## src/dram_link_map.svh

```systemverilog
// offsets, field positions, reset values and timing counts of the dram command link
// assumes inclusion by bare name from every file that needs a figure
`ifndef DRAM_LINK_MAP_SVH
`define DRAM_LINK_MAP_SVH
`define DRAM_ADDR_W 16
`define DRAM_BANK_W 3
`define DRAM_BANKS 8
`define DRAM_ROW_W 16
`define DRAM_COL_W 10
`define DRAM_MR_COUNT 4
`define DRAM_A10 10
`define DRAM_A12 12
`define MR0_BL_POS 0
`define MR0_BL_FIX8 2'h0
`define MR0_BL_OTF 2'h1
`define MR0_BL_FIX4 2'h2
`define BURST8_CK 4
`define BURST4_CK 2
`define LINK_DIV 8
`define TCKE_MIN_CK 3
`define TRFC_CK 8
`define TZQINIT_CK 512
`define TZQOPER_CK 256
`define TZQCS_CK 64
`define REG_CTRL 4'h0
`define REG_CMD 4'h4
`define REG_STATUS 4'h8
`define CTRL_RESETN_POS 0
`define CTRL_ODT_POS 1
`define CTRL_RESET 2'h0
`define CMD_CODE_POS 0
`define CMD_BANK_POS 4
`define CMD_ADDR_POS 16
`endif

```

## src/dram_cmd_pkg.sv

```systemverilog
// types shared by both ends of the dram command link
// assumes nothing beyond a systemverilog compiler
package dram_cmd_pkg;
   typedef enum logic [3:0] {
      CMD_NOP, CMD_DES, CMD_MRS, CMD_REF, CMD_PRE, CMD_ACT, CMD_WR, CMD_RD, CMD_ZQ,
      CMD_PDE, CMD_PDX, CMD_SRE, CMD_SRX
   } cmd_t;
   typedef enum logic [2:0] {S_IDLE, S_ACTIVE, S_PD_ACT, S_PD_PRE, S_SELFREF} dev_state_t;
   typedef enum logic [1:0] {C_READY, C_DRIVE, C_HOLD, C_WAIT} ctl_state_t;
endpackage : dram_cmd_pkg

```

## src/dram_link_if.sv

```systemverilog
// command, address and clock-enable wires between controller and dram
// assumes the controller drives every signal
`include "dram_link_map.svh"
interface dram_link_if;
   logic ck;
   logic cke;
   logic csN;
   logic rasN;
   logic casN;
   logic weN;
   logic odt;
   logic resetN;
   logic [`DRAM_BANK_W-1:0] ba;
   logic [`DRAM_ADDR_W-1:0] a;
   modport ctrl (output ck, cke, csN, rasN, casN, weN, odt, resetN, ba, a);
   modport dev (input ck, cke, csN, rasN, casN, weN, odt, resetN, ba, a);
endinterface : dram_link_if

```

## src/dram_cmd_decode.sv

```systemverilog
// pin pattern to command decode for the dram end
// assumes already synchronised strobe levels
module dram_cmd_decode
   import dram_cmd_pkg::*;
(
   input wire logic csN, // chip select, low active
   input wire logic rasN, // row strobe
   input wire logic casN, // column strobe
   input wire logic weN, // write enable
   output cmd_t cmd // decoded pin command
);
   function automatic cmd_t decode(input logic [3:0] p);
      cmd_t c;
      c = CMD_DES;
      unique case (p)
         4'h0: c = CMD_MRS;
         4'h1: c = CMD_REF;
         4'h2: c = CMD_PRE;
         4'h3: c = CMD_ACT;
         4'h4: c = CMD_WR;
         4'h5: c = CMD_RD;
         4'h6: c = CMD_ZQ;
         4'h7: c = CMD_NOP;
         default: c = CMD_DES;
      endcase
      return c;
   endfunction : decode

   assign cmd = decode({csN, rasN, casN, weN});
endmodule : dram_cmd_decode

```

## src/dram_device_end.sv

```systemverilog
// dram end: samples the link, decodes commands and clock-enable moves, tracks banks
// assumes a link clock much slower than clk, all link pins from the controller
// Contract
// - commands registered only at link rising edge
// - controller holds reset pin high normally
// - termination pin never changes decoding
// - mode set writes register picked by bank
// - bank commands hit only addressed bank; precharge with A10 set closes every bank
// - controller drives valid pins to levels
// - self refresh exit needs no clock
// - bursts always run to completion
// - A10 auto precharge, A12 chop when enabled
// - no-operation leaves running work alone
// - deselect acts as no-operation
// - power-down performs no refresh
// - first long calibration is initial one
// - controller issues only listed combinations
// - enable held minimum edges after change
// - action from state, previous and present enable
// - power-down entry, stay and exit
// - self refresh only from idle, refresh encoding
// - controller idles with no-operation
// - address fields sized by configuration
`include "dram_link_map.svh"
module dram_device_end
   import dram_cmd_pkg::*;
#(
   parameter int ROW_W = `DRAM_ROW_W,
   parameter int COL_W = `DRAM_COL_W
)
(
   input wire logic clk, // 20 mhz system clock
   input wire logic rst_b, // synchronous reset, low active
   dram_link_if.dev link, // command link from controller
   output dev_state_t state, // power and bank state
   output logic cmdStrobe, // one cycle per executed command
   output cmd_t lastCmd, // last executed command
   output logic [`DRAM_BANK_W-1:0] cmdBank, // bank of last command
   output logic [ROW_W-1:0] rowAddr, // row of last activate
   output logic [COL_W-1:0] colAddr, // column of last read or write
   output logic autoPre, // last read or write auto-precharges
   output logic burstChop, // last burst is a 4-beat chop
   output logic bursting, // burst in progress
   output logic [`DRAM_BANKS-1:0] openBanks, // one bit per open bank
   output logic refreshPulse, // one cycle per refresh command
   output logic zqPulse, // one cycle per calibration command
   output logic zqLong, // last calibration was long
   output logic zqInit, // last calibration was long and the initial one
   output logic [`DRAM_ADDR_W-1:0] mr0 // mode register 0
);
   localparam int PIN_W = 7 + `DRAM_BANK_W + `DRAM_ADDR_W;
   localparam logic [2:0] B8 = 3'(`BURST8_CK);
   localparam logic [2:0] B4 = 3'(`BURST4_CK);

   function automatic logic [COL_W-1:0] colField(input logic [`DRAM_ADDR_W-1:0] adr);
      logic [11:0] full;
      full = {1'b0, adr[11], adr[9:0]};
      return full[COL_W-1:0];
   endfunction : colField

   logic [PIN_W-1:0] pinMeta;
   logic [PIN_W-1:0] pinSync;
   logic ckPrev;
   logic ckePrev;
   logic zqSeen;
   logic [2:0] burstCnt;
   logic [`DRAM_BANK_W-1:0] burstBank;
   logic [`DRAM_ADDR_W-1:0] modeRegs [`DRAM_MR_COUNT];
   dev_state_t next_state;
   logic [`DRAM_BANKS-1:0] next_openBanks;
   cmd_t pinCmd;

   // odt is deliberately not sampled: decoding is the same at any level
   wire [PIN_W-1:0] rawPins = {link.ck, link.cke, link.csN, link.rasN, link.casN, link.weN, link.resetN,
      link.ba, link.a};
   wire ckS = pinSync[PIN_W-1];
   wire ckeS = pinSync[PIN_W-2];
   wire csS = pinSync[PIN_W-3];
   wire rasS = pinSync[PIN_W-4];
   wire casS = pinSync[PIN_W-5];
   wire weS = pinSync[PIN_W-6];
   wire resetNS = pinSync[PIN_W-7];
   wire [`DRAM_BANK_W-1:0] baS = pinSync[`DRAM_ADDR_W +: `DRAM_BANK_W];
   wire [`DRAM_ADDR_W-1:0] aS = pinSync[`DRAM_ADDR_W-1:0];

   wire devReset = !rst_b || !resetNS;
   wire linkRise = ckS && !ckPrev;
   wire nopLike = (pinCmd == CMD_NOP) || (pinCmd == CMD_DES);
   wire normal = (state == S_IDLE) || (state == S_ACTIVE);
   wire ckeFall = linkRise && ckePrev && !ckeS;
   wire ckeRise = linkRise && !ckePrev && ckeS;
   wire busHeld = linkRise && ckePrev && ckeS;
   wire burstCmd = (pinCmd == CMD_RD) || (pinCmd == CMD_WR);
   wire execCmd = busHeld && normal && !nopLike && !(burstCmd && bursting);
   wire [1:0] blMode = modeRegs[0][`MR0_BL_POS +: 2];
   wire chopNow = (blMode == `MR0_BL_OTF) ? !aS[`DRAM_A12] : (blMode == `MR0_BL_FIX4);
   wire burstEnd = linkRise && (burstCnt == 3'h1);
   wire srExit = (state == S_SELFREF) && ckeS && nopLike;

   dram_cmd_decode u_decode (
      .csN(csS),
      .rasN(rasS),
      .casN(casS),
      .weN(weS),
      .cmd(pinCmd)
   );

   always_comb begin
      next_openBanks = openBanks;
      if (burstEnd && autoPre) begin
         next_openBanks[burstBank] = 1'b0;
      end
      if (execCmd && pinCmd == CMD_ACT) begin
         next_openBanks[baS] = 1'b1;
      end
      if (execCmd && pinCmd == CMD_PRE) begin
         if (aS[`DRAM_A10]) begin
            next_openBanks = '0;
         end else begin
            next_openBanks[baS] = 1'b0;
         end
      end
   end

   always_comb begin
      next_state = state;
      unique case (state)
         S_IDLE, S_ACTIVE: begin
            if (ckeFall && pinCmd == CMD_REF && state == S_IDLE && !bursting) begin
               next_state = S_SELFREF;
            end else if (ckeFall && nopLike) begin
               next_state = (openBanks != '0) ? S_PD_ACT : S_PD_PRE;
            end else begin
               next_state = (next_openBanks != '0) ? S_ACTIVE : S_IDLE;
            end
         end
         S_PD_ACT, S_PD_PRE: begin
            // no refresh runs while here
            if (ckeRise && nopLike) begin
               next_state = (openBanks != '0) ? S_ACTIVE : S_IDLE;
            end
         end
         S_SELFREF: begin
            if (srExit) begin
               next_state = S_IDLE;
            end
         end
      endcase
   end

   always_ff @(posedge clk) begin
      if (!rst_b) begin
         pinMeta <= '0;
         pinSync <= '0;
         ckPrev <= 1'b0;
      end else begin
         pinMeta <= rawPins;
         pinSync <= pinMeta;
         ckPrev <= ckS;
      end
   end

   always_ff @(posedge clk) begin
      if (devReset) begin
         state <= S_IDLE;
         ckePrev <= 1'b0;
         openBanks <= '0;
      end else begin
         state <= next_state;
         openBanks <= next_openBanks;
         if (linkRise) begin
            ckePrev <= ckeS;
         end else if (srExit) begin
            ckePrev <= 1'b1;
         end
      end
   end

   always_ff @(posedge clk) begin
      if (devReset) begin
         cmdStrobe <= 1'b0;
         refreshPulse <= 1'b0;
         zqPulse <= 1'b0;
         lastCmd <= CMD_NOP;
         cmdBank <= '0;
      end else begin
         cmdStrobe <= execCmd;
         refreshPulse <= execCmd && (pinCmd == CMD_REF);
         zqPulse <= execCmd && (pinCmd == CMD_ZQ);
         if (execCmd) begin
            lastCmd <= pinCmd;
            cmdBank <= baS;
         end
      end
   end

   always_ff @(posedge clk) begin
      if (devReset) begin
         for (int i = 0; i < `DRAM_MR_COUNT; i++) begin
            modeRegs[i] <= '0;
         end
      end else if (execCmd && pinCmd == CMD_MRS) begin
         modeRegs[baS[1:0]] <= aS;
      end
   end

   always_ff @(posedge clk) begin
      if (devReset) begin
         rowAddr <= '0;
         colAddr <= '0;
         autoPre <= 1'b0;
         burstChop <= 1'b0;
         burstBank <= '0;
      end else if (execCmd && pinCmd == CMD_ACT) begin
         rowAddr <= aS[ROW_W-1:0];
      end else if (execCmd && burstCmd) begin
         colAddr <= colField(aS);
         autoPre <= aS[`DRAM_A10];
         burstChop <= chopNow;
         burstBank <= baS;
      end
   end

   // counts link cycles; only reset, never a command, stops it
   always_ff @(posedge clk) begin
      if (devReset) begin
         burstCnt <= '0;
      end else if (execCmd && burstCmd) begin
         burstCnt <= chopNow ? B4 : B8;
      end else if (linkRise && burstCnt != '0) begin
         burstCnt <= burstCnt - 3'h1;
      end
   end

   always_ff @(posedge clk) begin
      if (devReset) begin
         zqSeen <= 1'b0;
         zqLong <= 1'b0;
         zqInit <= 1'b0;
      end else if (execCmd && pinCmd == CMD_ZQ) begin
         zqLong <= aS[`DRAM_A10];
         zqInit <= aS[`DRAM_A10] && !zqSeen;
         zqSeen <= zqSeen || aS[`DRAM_A10];
      end
   end

   assign bursting = burstCnt != '0;
   assign mr0 = modeRegs[0];
endmodule : dram_device_end

```

## src/flat_wrapper.sv

```systemverilog
// flat-port wrapper written by rule: the top's interface ports become plain ports
module dram_device_end_flat import dram_cmd_pkg::*;
#(
   parameter int ROW_W = `DRAM_ROW_W,
   parameter int COL_W = `DRAM_COL_W
)
  (clk, rst_b, state, cmdStrobe, lastCmd, cmdBank, rowAddr, colAddr, autoPre, burstChop, bursting, openBanks, refreshPulse, zqPulse, zqLong, zqInit, mr0, link_ck, link_cke, link_csN, link_rasN, link_casN, link_weN, link_odt, link_resetN, link_ba, link_a);
  dram_link_if link_i ();
  input wire logic clk;
  input wire logic rst_b;
  output dev_state_t state;
  output logic cmdStrobe;
  output cmd_t lastCmd;
  output logic [`DRAM_BANK_W-1:0] cmdBank;
  output logic [ROW_W-1:0] rowAddr;
  output logic [COL_W-1:0] colAddr;
  output logic autoPre;
  output logic burstChop;
  output logic bursting;
  output logic [`DRAM_BANKS-1:0] openBanks;
  output logic refreshPulse;
  output logic zqPulse;
  output logic zqLong;
  output logic zqInit;
  output logic [`DRAM_ADDR_W-1:0] mr0;
  input wire logic [$bits(link_i.ck)-1:0] link_ck;
  input wire logic [$bits(link_i.cke)-1:0] link_cke;
  input wire logic [$bits(link_i.csN)-1:0] link_csN;
  input wire logic [$bits(link_i.rasN)-1:0] link_rasN;
  input wire logic [$bits(link_i.casN)-1:0] link_casN;
  input wire logic [$bits(link_i.weN)-1:0] link_weN;
  input wire logic [$bits(link_i.odt)-1:0] link_odt;
  input wire logic [$bits(link_i.resetN)-1:0] link_resetN;
  input wire logic [$bits(link_i.ba)-1:0] link_ba;
  input wire logic [$bits(link_i.a)-1:0] link_a;
  assign link_i.ck = link_ck;
  assign link_i.cke = link_cke;
  assign link_i.csN = link_csN;
  assign link_i.rasN = link_rasN;
  assign link_i.casN = link_casN;
  assign link_i.weN = link_weN;
  assign link_i.odt = link_odt;
  assign link_i.resetN = link_resetN;
  assign link_i.ba = link_ba;
  assign link_i.a = link_a;
  dram_device_end #(.ROW_W(ROW_W), .COL_W(COL_W)) u_core (.clk(clk), .rst_b(rst_b), .link(link_i), .state(state), .cmdStrobe(cmdStrobe), .lastCmd(lastCmd), .cmdBank(cmdBank), .rowAddr(rowAddr), .colAddr(colAddr), .autoPre(autoPre), .burstChop(burstChop), .bursting(bursting), .openBanks(openBanks), .refreshPulse(refreshPulse), .zqPulse(zqPulse), .zqLong(zqLong), .zqInit(zqInit), .mr0(mr0));
endmodule
```

## config.mk

```make
export PLATFORM = sky130hd
export DESIGN_NAME = dram_device_end_flat
export DESIGN_NICKNAME = d
export VERILOG_FILES = /design/src/dram_cmd_pkg.sv /design/src/dram_link_if.sv /design/src/dram_cmd_decode.sv /design/src/dram_device_end.sv /design/src/flat_wrapper.sv
export VERILOG_INCLUDE_DIRS = /design/src
export SDC_FILE = /design/constraint.sdc
export NUM_CORES = 1
export LEC_CHECK = 0
export BUFFER_PORTS_ARGS = -buffer_cell sky130_fd_sc_hd__buf_2
export CORE_MARGIN = 2
export CORE_UTILIZATION = 25
export CTS_BUF_LIST = sky130_fd_sc_hd__clkbuf_8
export DETAILED_ROUTE_END_ITERATION = 10
export PLACE_DENSITY = 0.51
export SYNTH_ARGS = -nofsm -noshare
export SYNTH_HDL_FRONTEND = slang
export SYNTH_HIERARCHICAL = 1
export SYNTH_SLANG_ARGS = --single-unit
```

## constraint.sdc

```tcl
create_clock -name clk -period 6.2 [get_ports clk]
set_input_delay 1.24 -clock clk [delete_from_list [all_inputs] [get_ports clk]]
set_output_delay 1.24 -clock clk [all_outputs]
set_load 0.1 [all_outputs]
```

; ---- After elaboration in Yosys (flattened, before gate mapping)
; Memories as Yosys holds them, arrays and structs flattened. A register that Yosys moved wholly into a read port is not among the register bits.
; Cells that the tools add are included.
[word_totals]
register_bits = 112
ramBits = 64
romBits = 32
in_bits = 29
wordCells = 138
memories = 2
[op_classes]
addsub = 1
n_lt_le_gt_ge = 4
n_eq_ne = 17
mux = 32
bitwise = 6
reduce_logical = 56
[mem_list]
columns = name, depth, width, read_ports, rd_clocked_by_memory_dff, write_ports, line_no
row1 = u_core.modeRegs, 4, 16, 1, 0, 4, dram_device_end.sv:68  ; logic [`DRAM_ADDR_W-1:0] modeRegs [`DRAM_MR_COUNT];
row2 = (no name shown), 8, 4, 1, 1, 0, dram_cmd_decode.sv:15  ; unique case (p)
[ops]
columns = op, n
row1 = $mux W8, 4
row2 = $logic_and A1 B1 Y1, 29
row3 = $mux W3, 8
row4 = $and A8 B8 Y8, 2
row5 = $eq A4 B3 Y1 const B, 4
row6 = $mux W16, 1
row7 = $not A8 Y8, 2
row8 = $reduce_bool A8 Y1, 2
row9 = $reduce_or A16 Y1, 1
row10 = $mux W1, 14
row11 = $logic_not A1 Y1, 10
row12 = $pmux W3 S3, 1
row13 = $eq A4 B2 Y1 const B, 2
row14 = $lt A3 B4 Y1 const B, 2
row15 = $or A8 B8 Y8, 1
row16 = $demux W1 S3, 2
row17 = $eq A3 B1 Y1 const B, 2
row18 = $eq A3 B2 Y1 const B, 2
row19 = $ge A3 B1 Y1 const B, 2
row20 = $logic_or A1 B1 Y1, 5
row21 = $eq A4 B1 Y1 const B, 1
row22 = $eq A4 B4 Y1 const B, 1
row23 = $logic_not A4 Y1, 1
row24 = $mux W4, 1
row25 = 12 further kinds, 16

; ---- Logic depth before layout (Yosys ltp)
[logic_depth]
word_depth = 17
ltp_mapped = 10
depth_no_buf = 9

; ---- Cells and area by module
; Netlist, hierarchy kept.
[by_module_without_submodules]
columns = mod, instances, cells_each, area_each_um2, seq_area_each_um2
row1 = dram_device_end, 1, 469, 4644.5, 2722.6
row2 = dram_cmd_decode, 1, 6, 32.5, 0.0

; ---- Least setup slack after synthesis
; OpenSTA, ideal clock, no wires.
[synth_timing]
path_kind = register to register
startpoint = register u_core.burstCnt[0]
endpoint = memory u_core/modeRegs[0][0] (netlist name) (enable)
setup_ps = 366
t_arrival_ps = 2683
setup_slack_ps = 3151
stages_incl_launch_ff = 10
path_buffers = 0
cell_sequence = dfxtp_1 inv_1 ha_1 nor2b_1 inv_1 a21oi_1 o21ai_2 nor2_1 and4b_1 nand2b_1
[synth_rtl]
columns = item, line_no
row1 = from (decl), dram_device_end.sv:66  ; logic [2:0] burstCnt;
row2 = from (signal assigned), dram_device_end.sv:229  ; burstCnt <= chopNow ? B4 : B8;
row3 = from (signal assigned), dram_device_end.sv:231  ; burstCnt <= burstCnt - 3'h1;
row4 = to (decl), dram_device_end.sv:68

==> results.txt <==
The logs give 813 for the final instance count without filler cells and 0 for the post-cts sizing count. The run gives 1.63 mW as the sum of internal, switching and leakage power. Final-layout fill cell count: 1962.

Yosys mapped the design onto 52 distinct sky130hd cell types. The worst path in the final design needs a cycle of 3.45 ns, including I/O delays and setup. The logs give 0 for the initial antenna violation count and 4 for the first-pass iteration count of the detailed router. In this run the core area contains 50 standard-cell rows. Capturing element type of the critical path: a register. The synthesized design contains 16 enable-type register cells.

Sort of element at the start of the critical path: a register. Across all register-to-register paths, the minimum setup slack is 2.75 ns. Mean number of vias per cell: 4.38.

Hold-critical path endpoint: u_core/pinSync[21]$_SDFF_PN0_. The total overflow left after global routing is 0. Number of I/O pins: 97. The synthesized design spends more area on one cell type than any other, namely dfxtp_1. Count of input and output buffers: 95. The final count of hold timing violations was 0; the worst endpoint data arrival time was 3.52 ns. Setup TNS after final layout: 0 ns. The clock net in this run drives a total of 128 sinks. Wire segments on met2 add up to 5390 um in the final route.

The die is 141 um tall. The Yosys step of the flow raised 6 warnings. The most instantiated flip-flop cell in the synthesis netlist was dfxtp_1.

The count of nets left with antenna violations once routing finished came out at 0. The total number of H-tree levels was 4; the slew at the pin closest to its max-slew limit was 0.805 ns. For the worst-skew pair, the clock arrives at the later sink with an insertion delay of 0.44 ns. First-pass GRT wire length: 18500 um. The run gives 19800 um2 as the die area. The deepest clock path buffer count was 2. The most common cell after layout, fill and taps aside is dfxtp_1. The flow ran to the end, and the final reports show no timing, DRC or antenna violations. The number of nets in the synthesized netlist is 507.

For this run, the top clock speed supported by timing is 0.290 GHz. In this run, placement finished with an instance count of 781. For this run, design rule violations remaining after detail routing come to 0.

The run gives 131 uV as the largest voltage drop on the vdd net. The max-slew violation total from the final report was 0; the number of CTS-inserted buffers was 17. The critical path class was register to register. The critical path goes through xnor2_1 -> nor2_1 -> nor2_1 -> a21oi_1 -> o21ai_2 -> nor2_1 -> and4b_1 -> nand2b_1. The post-route netlist has 23.3% of its cells at a drive strength greater than 1. In the final routing, the length of wire on met1 measures 5380 um. TritonCTS built the clock tree. The logs give 4680 um2 for the summed instance area of the synthesized netlist and 153 for the first-iteration detailed-routing DRC count. The worst min-delay path category was register to register. The highest metal layer with signal wires was met4.

The number of diodes is 0. For this design the ratio of total power to cell area is 284 nW/um2. In this run the static leakage power is 2.35 nW. For the worst slew margin relative to its limit, the log shows 46.3%. Of all flip-flops after synthesis, the portion carrying an async set or reset was 0%. The core region is 18500 um2.

The top cell types in the final layout, fill and taps aside, are dfxtp_1 (112), buf_2 (95), and2_1 (72), nand2_1 (72), a21oi_1 (51). Entering global routing, the biggest net connects 56 pins. The tools report the beginning of the worst hold path as u_core/pinMeta[21]$_SDFF_PN0_. After clock tree synthesis, the clock-pin slew on the worst setup and hold paths is 0.07 ns. Clock skew on the completed layout was measured at 0.0118 ns. The share of the cycle needed by the critical path after routing was 55.6%.

A synthesized cell averages 9.85 um2. For this design, the slowest cell found on the critical path is nand2b_1. In the final design database the tool counted 598 nets. The tools report the final instance area as 5750 um2. The run gives 0 as the hold buffer count at CTS.

Together, buffers and inverters on the worst path number 0. Synthesis handed over a netlist of 475 instances. The largest single stage delay on the critical path is 0.71 ns.

The total setup violations reported at the end of the flow was 0. After detailed routing, the met3 layer carries 695 um of wire. Once placement finished, the instance area stood at 5360 um2. Counting cells, the worst reg-to-reg path comes to 8. The largest fanout on the critical path was 17; the endpoint required time on the critical path was 6.27 ns. The congestion estimate from routability-driven global placement came to 0.789.

For this configuration, the core starts out at a cell density of 25.3%. Share of the synthesized area in the top cell type: 47.9%. Max-cap violations in this run came to 0. The tools report the buffer cell driving the clock tree root as clkbuf_8. Broken down by cell family, the worst path's largest delay share belongs to simple AND/OR/NAND/NOR gates. Compared with the post-synthesis result, the final layout area differs by 22.8%. The most numerous cell type found on the critical path is nor2_1. Summing the sequential cell areas from Yosys gives 58.2% of the chip area.

Startpoint of the worst-slack reg-to-reg timing path: u_core/pinSync[21]$_SDFF_PN0_. The total vias in the final route is 3562, and the worst hold path cell count is 1. The logs give 12.2% for the global-route total usage across every layer and 11800 um for the total detailed-routing wirelength. By area the synthesized netlist is led by dfxtp_1 (48%), edfxtp_1 (10%), and2_1 (9.6%), nand2_1 (5.9%), a21oi_1 (5.5%). The detailed-route wire length per cell was 14.5 um; the x dimension of the die was 141 um.

The endpoint identified for the worst register-to-register timing path is u_core/modeRegs[0][7]$_SDFFCE_PN0P_. Setup repair after global routing left no endpoint under its margin. Detailed placement ended at an HPWL of 8340 um. The run gives 3517 as the via count of the first global-routing pass.

Synthesis inferred 128 register bits. Buffers added to address setup during post-CTS repair amount to 0.
[synth_stat cells, types with 4 or more instances]
cell type / n
dfxtp_1: 112
nand2_1: 73
and2_1: 72
a21oi_1: 51
nor2_1: 27
clkbuf_1: 19
edfxtp_1: 16
buf_2: 6
inv_1: 6
mux2i_1: 6
nor3_1: 6
nand2b_1: 5
nand3_1: 5
nor2b_1: 5
a211oi_1: 4
a31oi_1: 4
nand3b_1: 4
o221ai_1: 4
[routing by layer]
| metal | GRT usage (%) | vias to the layer above |
|---|---|---|
| li1 | - | 1786 |
| met1 | 14.9 | 1651 |
| met2 | 18.9 | 104 |
| met3 | 4.45 | 21 |
| met4 | 6.16 | 0 |
| met5 | 0 | - |
[cells by family (layout without fill, tap and decap cells)]
family | after synthesis | count (layout) | share of synthesized area [%]
adder cells (fa/ha/maj) | 3 | 3 | 0.803
AO/OA/AOI/OAI | 82 | 82 | 10.8
flip-flops | 128 | 128 | 58.2
multiplexers | 6 | 6 | 1.28
AND/OR/NAND/NOR | 222 | 222 | 25.6
buffers and inverters | 32 | 136 | 2.89
XOR/XNOR | 2 | 2 | 0.375
[worst max-delay path by stage]
stage | depth (start not counted) | to | slack [ns] | startpoint
floorplan | 9 | u_core/modeRegs[0][0]$_SDFFCE_PN0P_ | 3.15 | u_core/burstCnt[0]$_SDFFE_PP0P_
global placement | 5 | u_core/modeRegs[0][11]$_SDFFCE_PN0P_ | 2.36 | rst_b
detailed placement | 5 | u_core/modeRegs[0][11]$_SDFFCE_PN0P_ | 2.28 | rst_b
CTS | 8 | u_core/modeRegs[0][9]$_SDFFCE_PN0P_ | 2.62 | u_core/pinSync[21]$_SDFF_PN0_
global route | 8 | u_core/modeRegs[0][3]$_SDFFCE_PN0P_ | 2.41 | u_core/pinSync[21]$_SDFF_PN0_
finish | 8 | u_core/modeRegs[0][7]$_SDFFCE_PN0P_ | 2.75 | u_core/pinSync[21]$_SDFF_PN0_
[cell type report]
type                            instances  area [um2]  share of cell area [%]
Clock inverter                         15         154                    2.68
Timing Repair Buffer                   98         498                    8.67
Clock buffer                           17         234                    4.07
Inverter                                6        22.5                   0.392
Sequential cell                       128        2720                    47.4
Tap cell                              234         293                    5.10
Multi-Input combinational cell        315        1820                    31.7
[registers in the layout, indices dropped and copies added (netlist names)]
signal and cells:
u_core/autoPre 1, u_core/burstBank 3, u_core/burstChop 1, u_core/burstCnt 3, u_core/ckPrev 1, u_core/ckePrev 1, u_core/cmdBank 3, u_core/cmdStrobe 1
u_core/colAddr 10, u_core/lastCmd 4, u_core/modeRegs 16, u_core/openBanks 8, u_core/pinMeta 26, u_core/pinSync 26, u_core/refreshPulse 1, u_core/rowAddr 16
u_core/state 3, u_core/zqInit 1, u_core/zqLong 1, u_core/zqPulse 1, u_core/zqSeen 1
[power by group]
part,switching [mW],internal [mW]
Combinational,0.0448,0.0218
Sequential,0.0110,0.856
Clock,0.309,0.387
Total,0.364,1.26
[worst reg2reg max path, stage by stage, from the launching register on]
cell	delay (ns)
dfxtp_1	0.33
xnor2_1	0.12
nor2_1	0.48
nor2_1	0.12
a21oi_1	0.27
o21ai_2	0.24
nor2_1	0.23
and4b_1	0.58
nand2b_1	0.72
[per-stage QoR]
stage	util, %	hold slack (ns)	setup WS (ns)
4_1_cts	31.0	0.435	2.62
3_5_place_dp	28.9	0.420	2.28
2_1_floorplan	-	0.412	3.15
3_3_place_gp	28.9	0.423	2.36
5_1_grt	31.0	0.454	2.41
6_report	31.0	0.431	2.75
(Power assumes the default switching activity.)
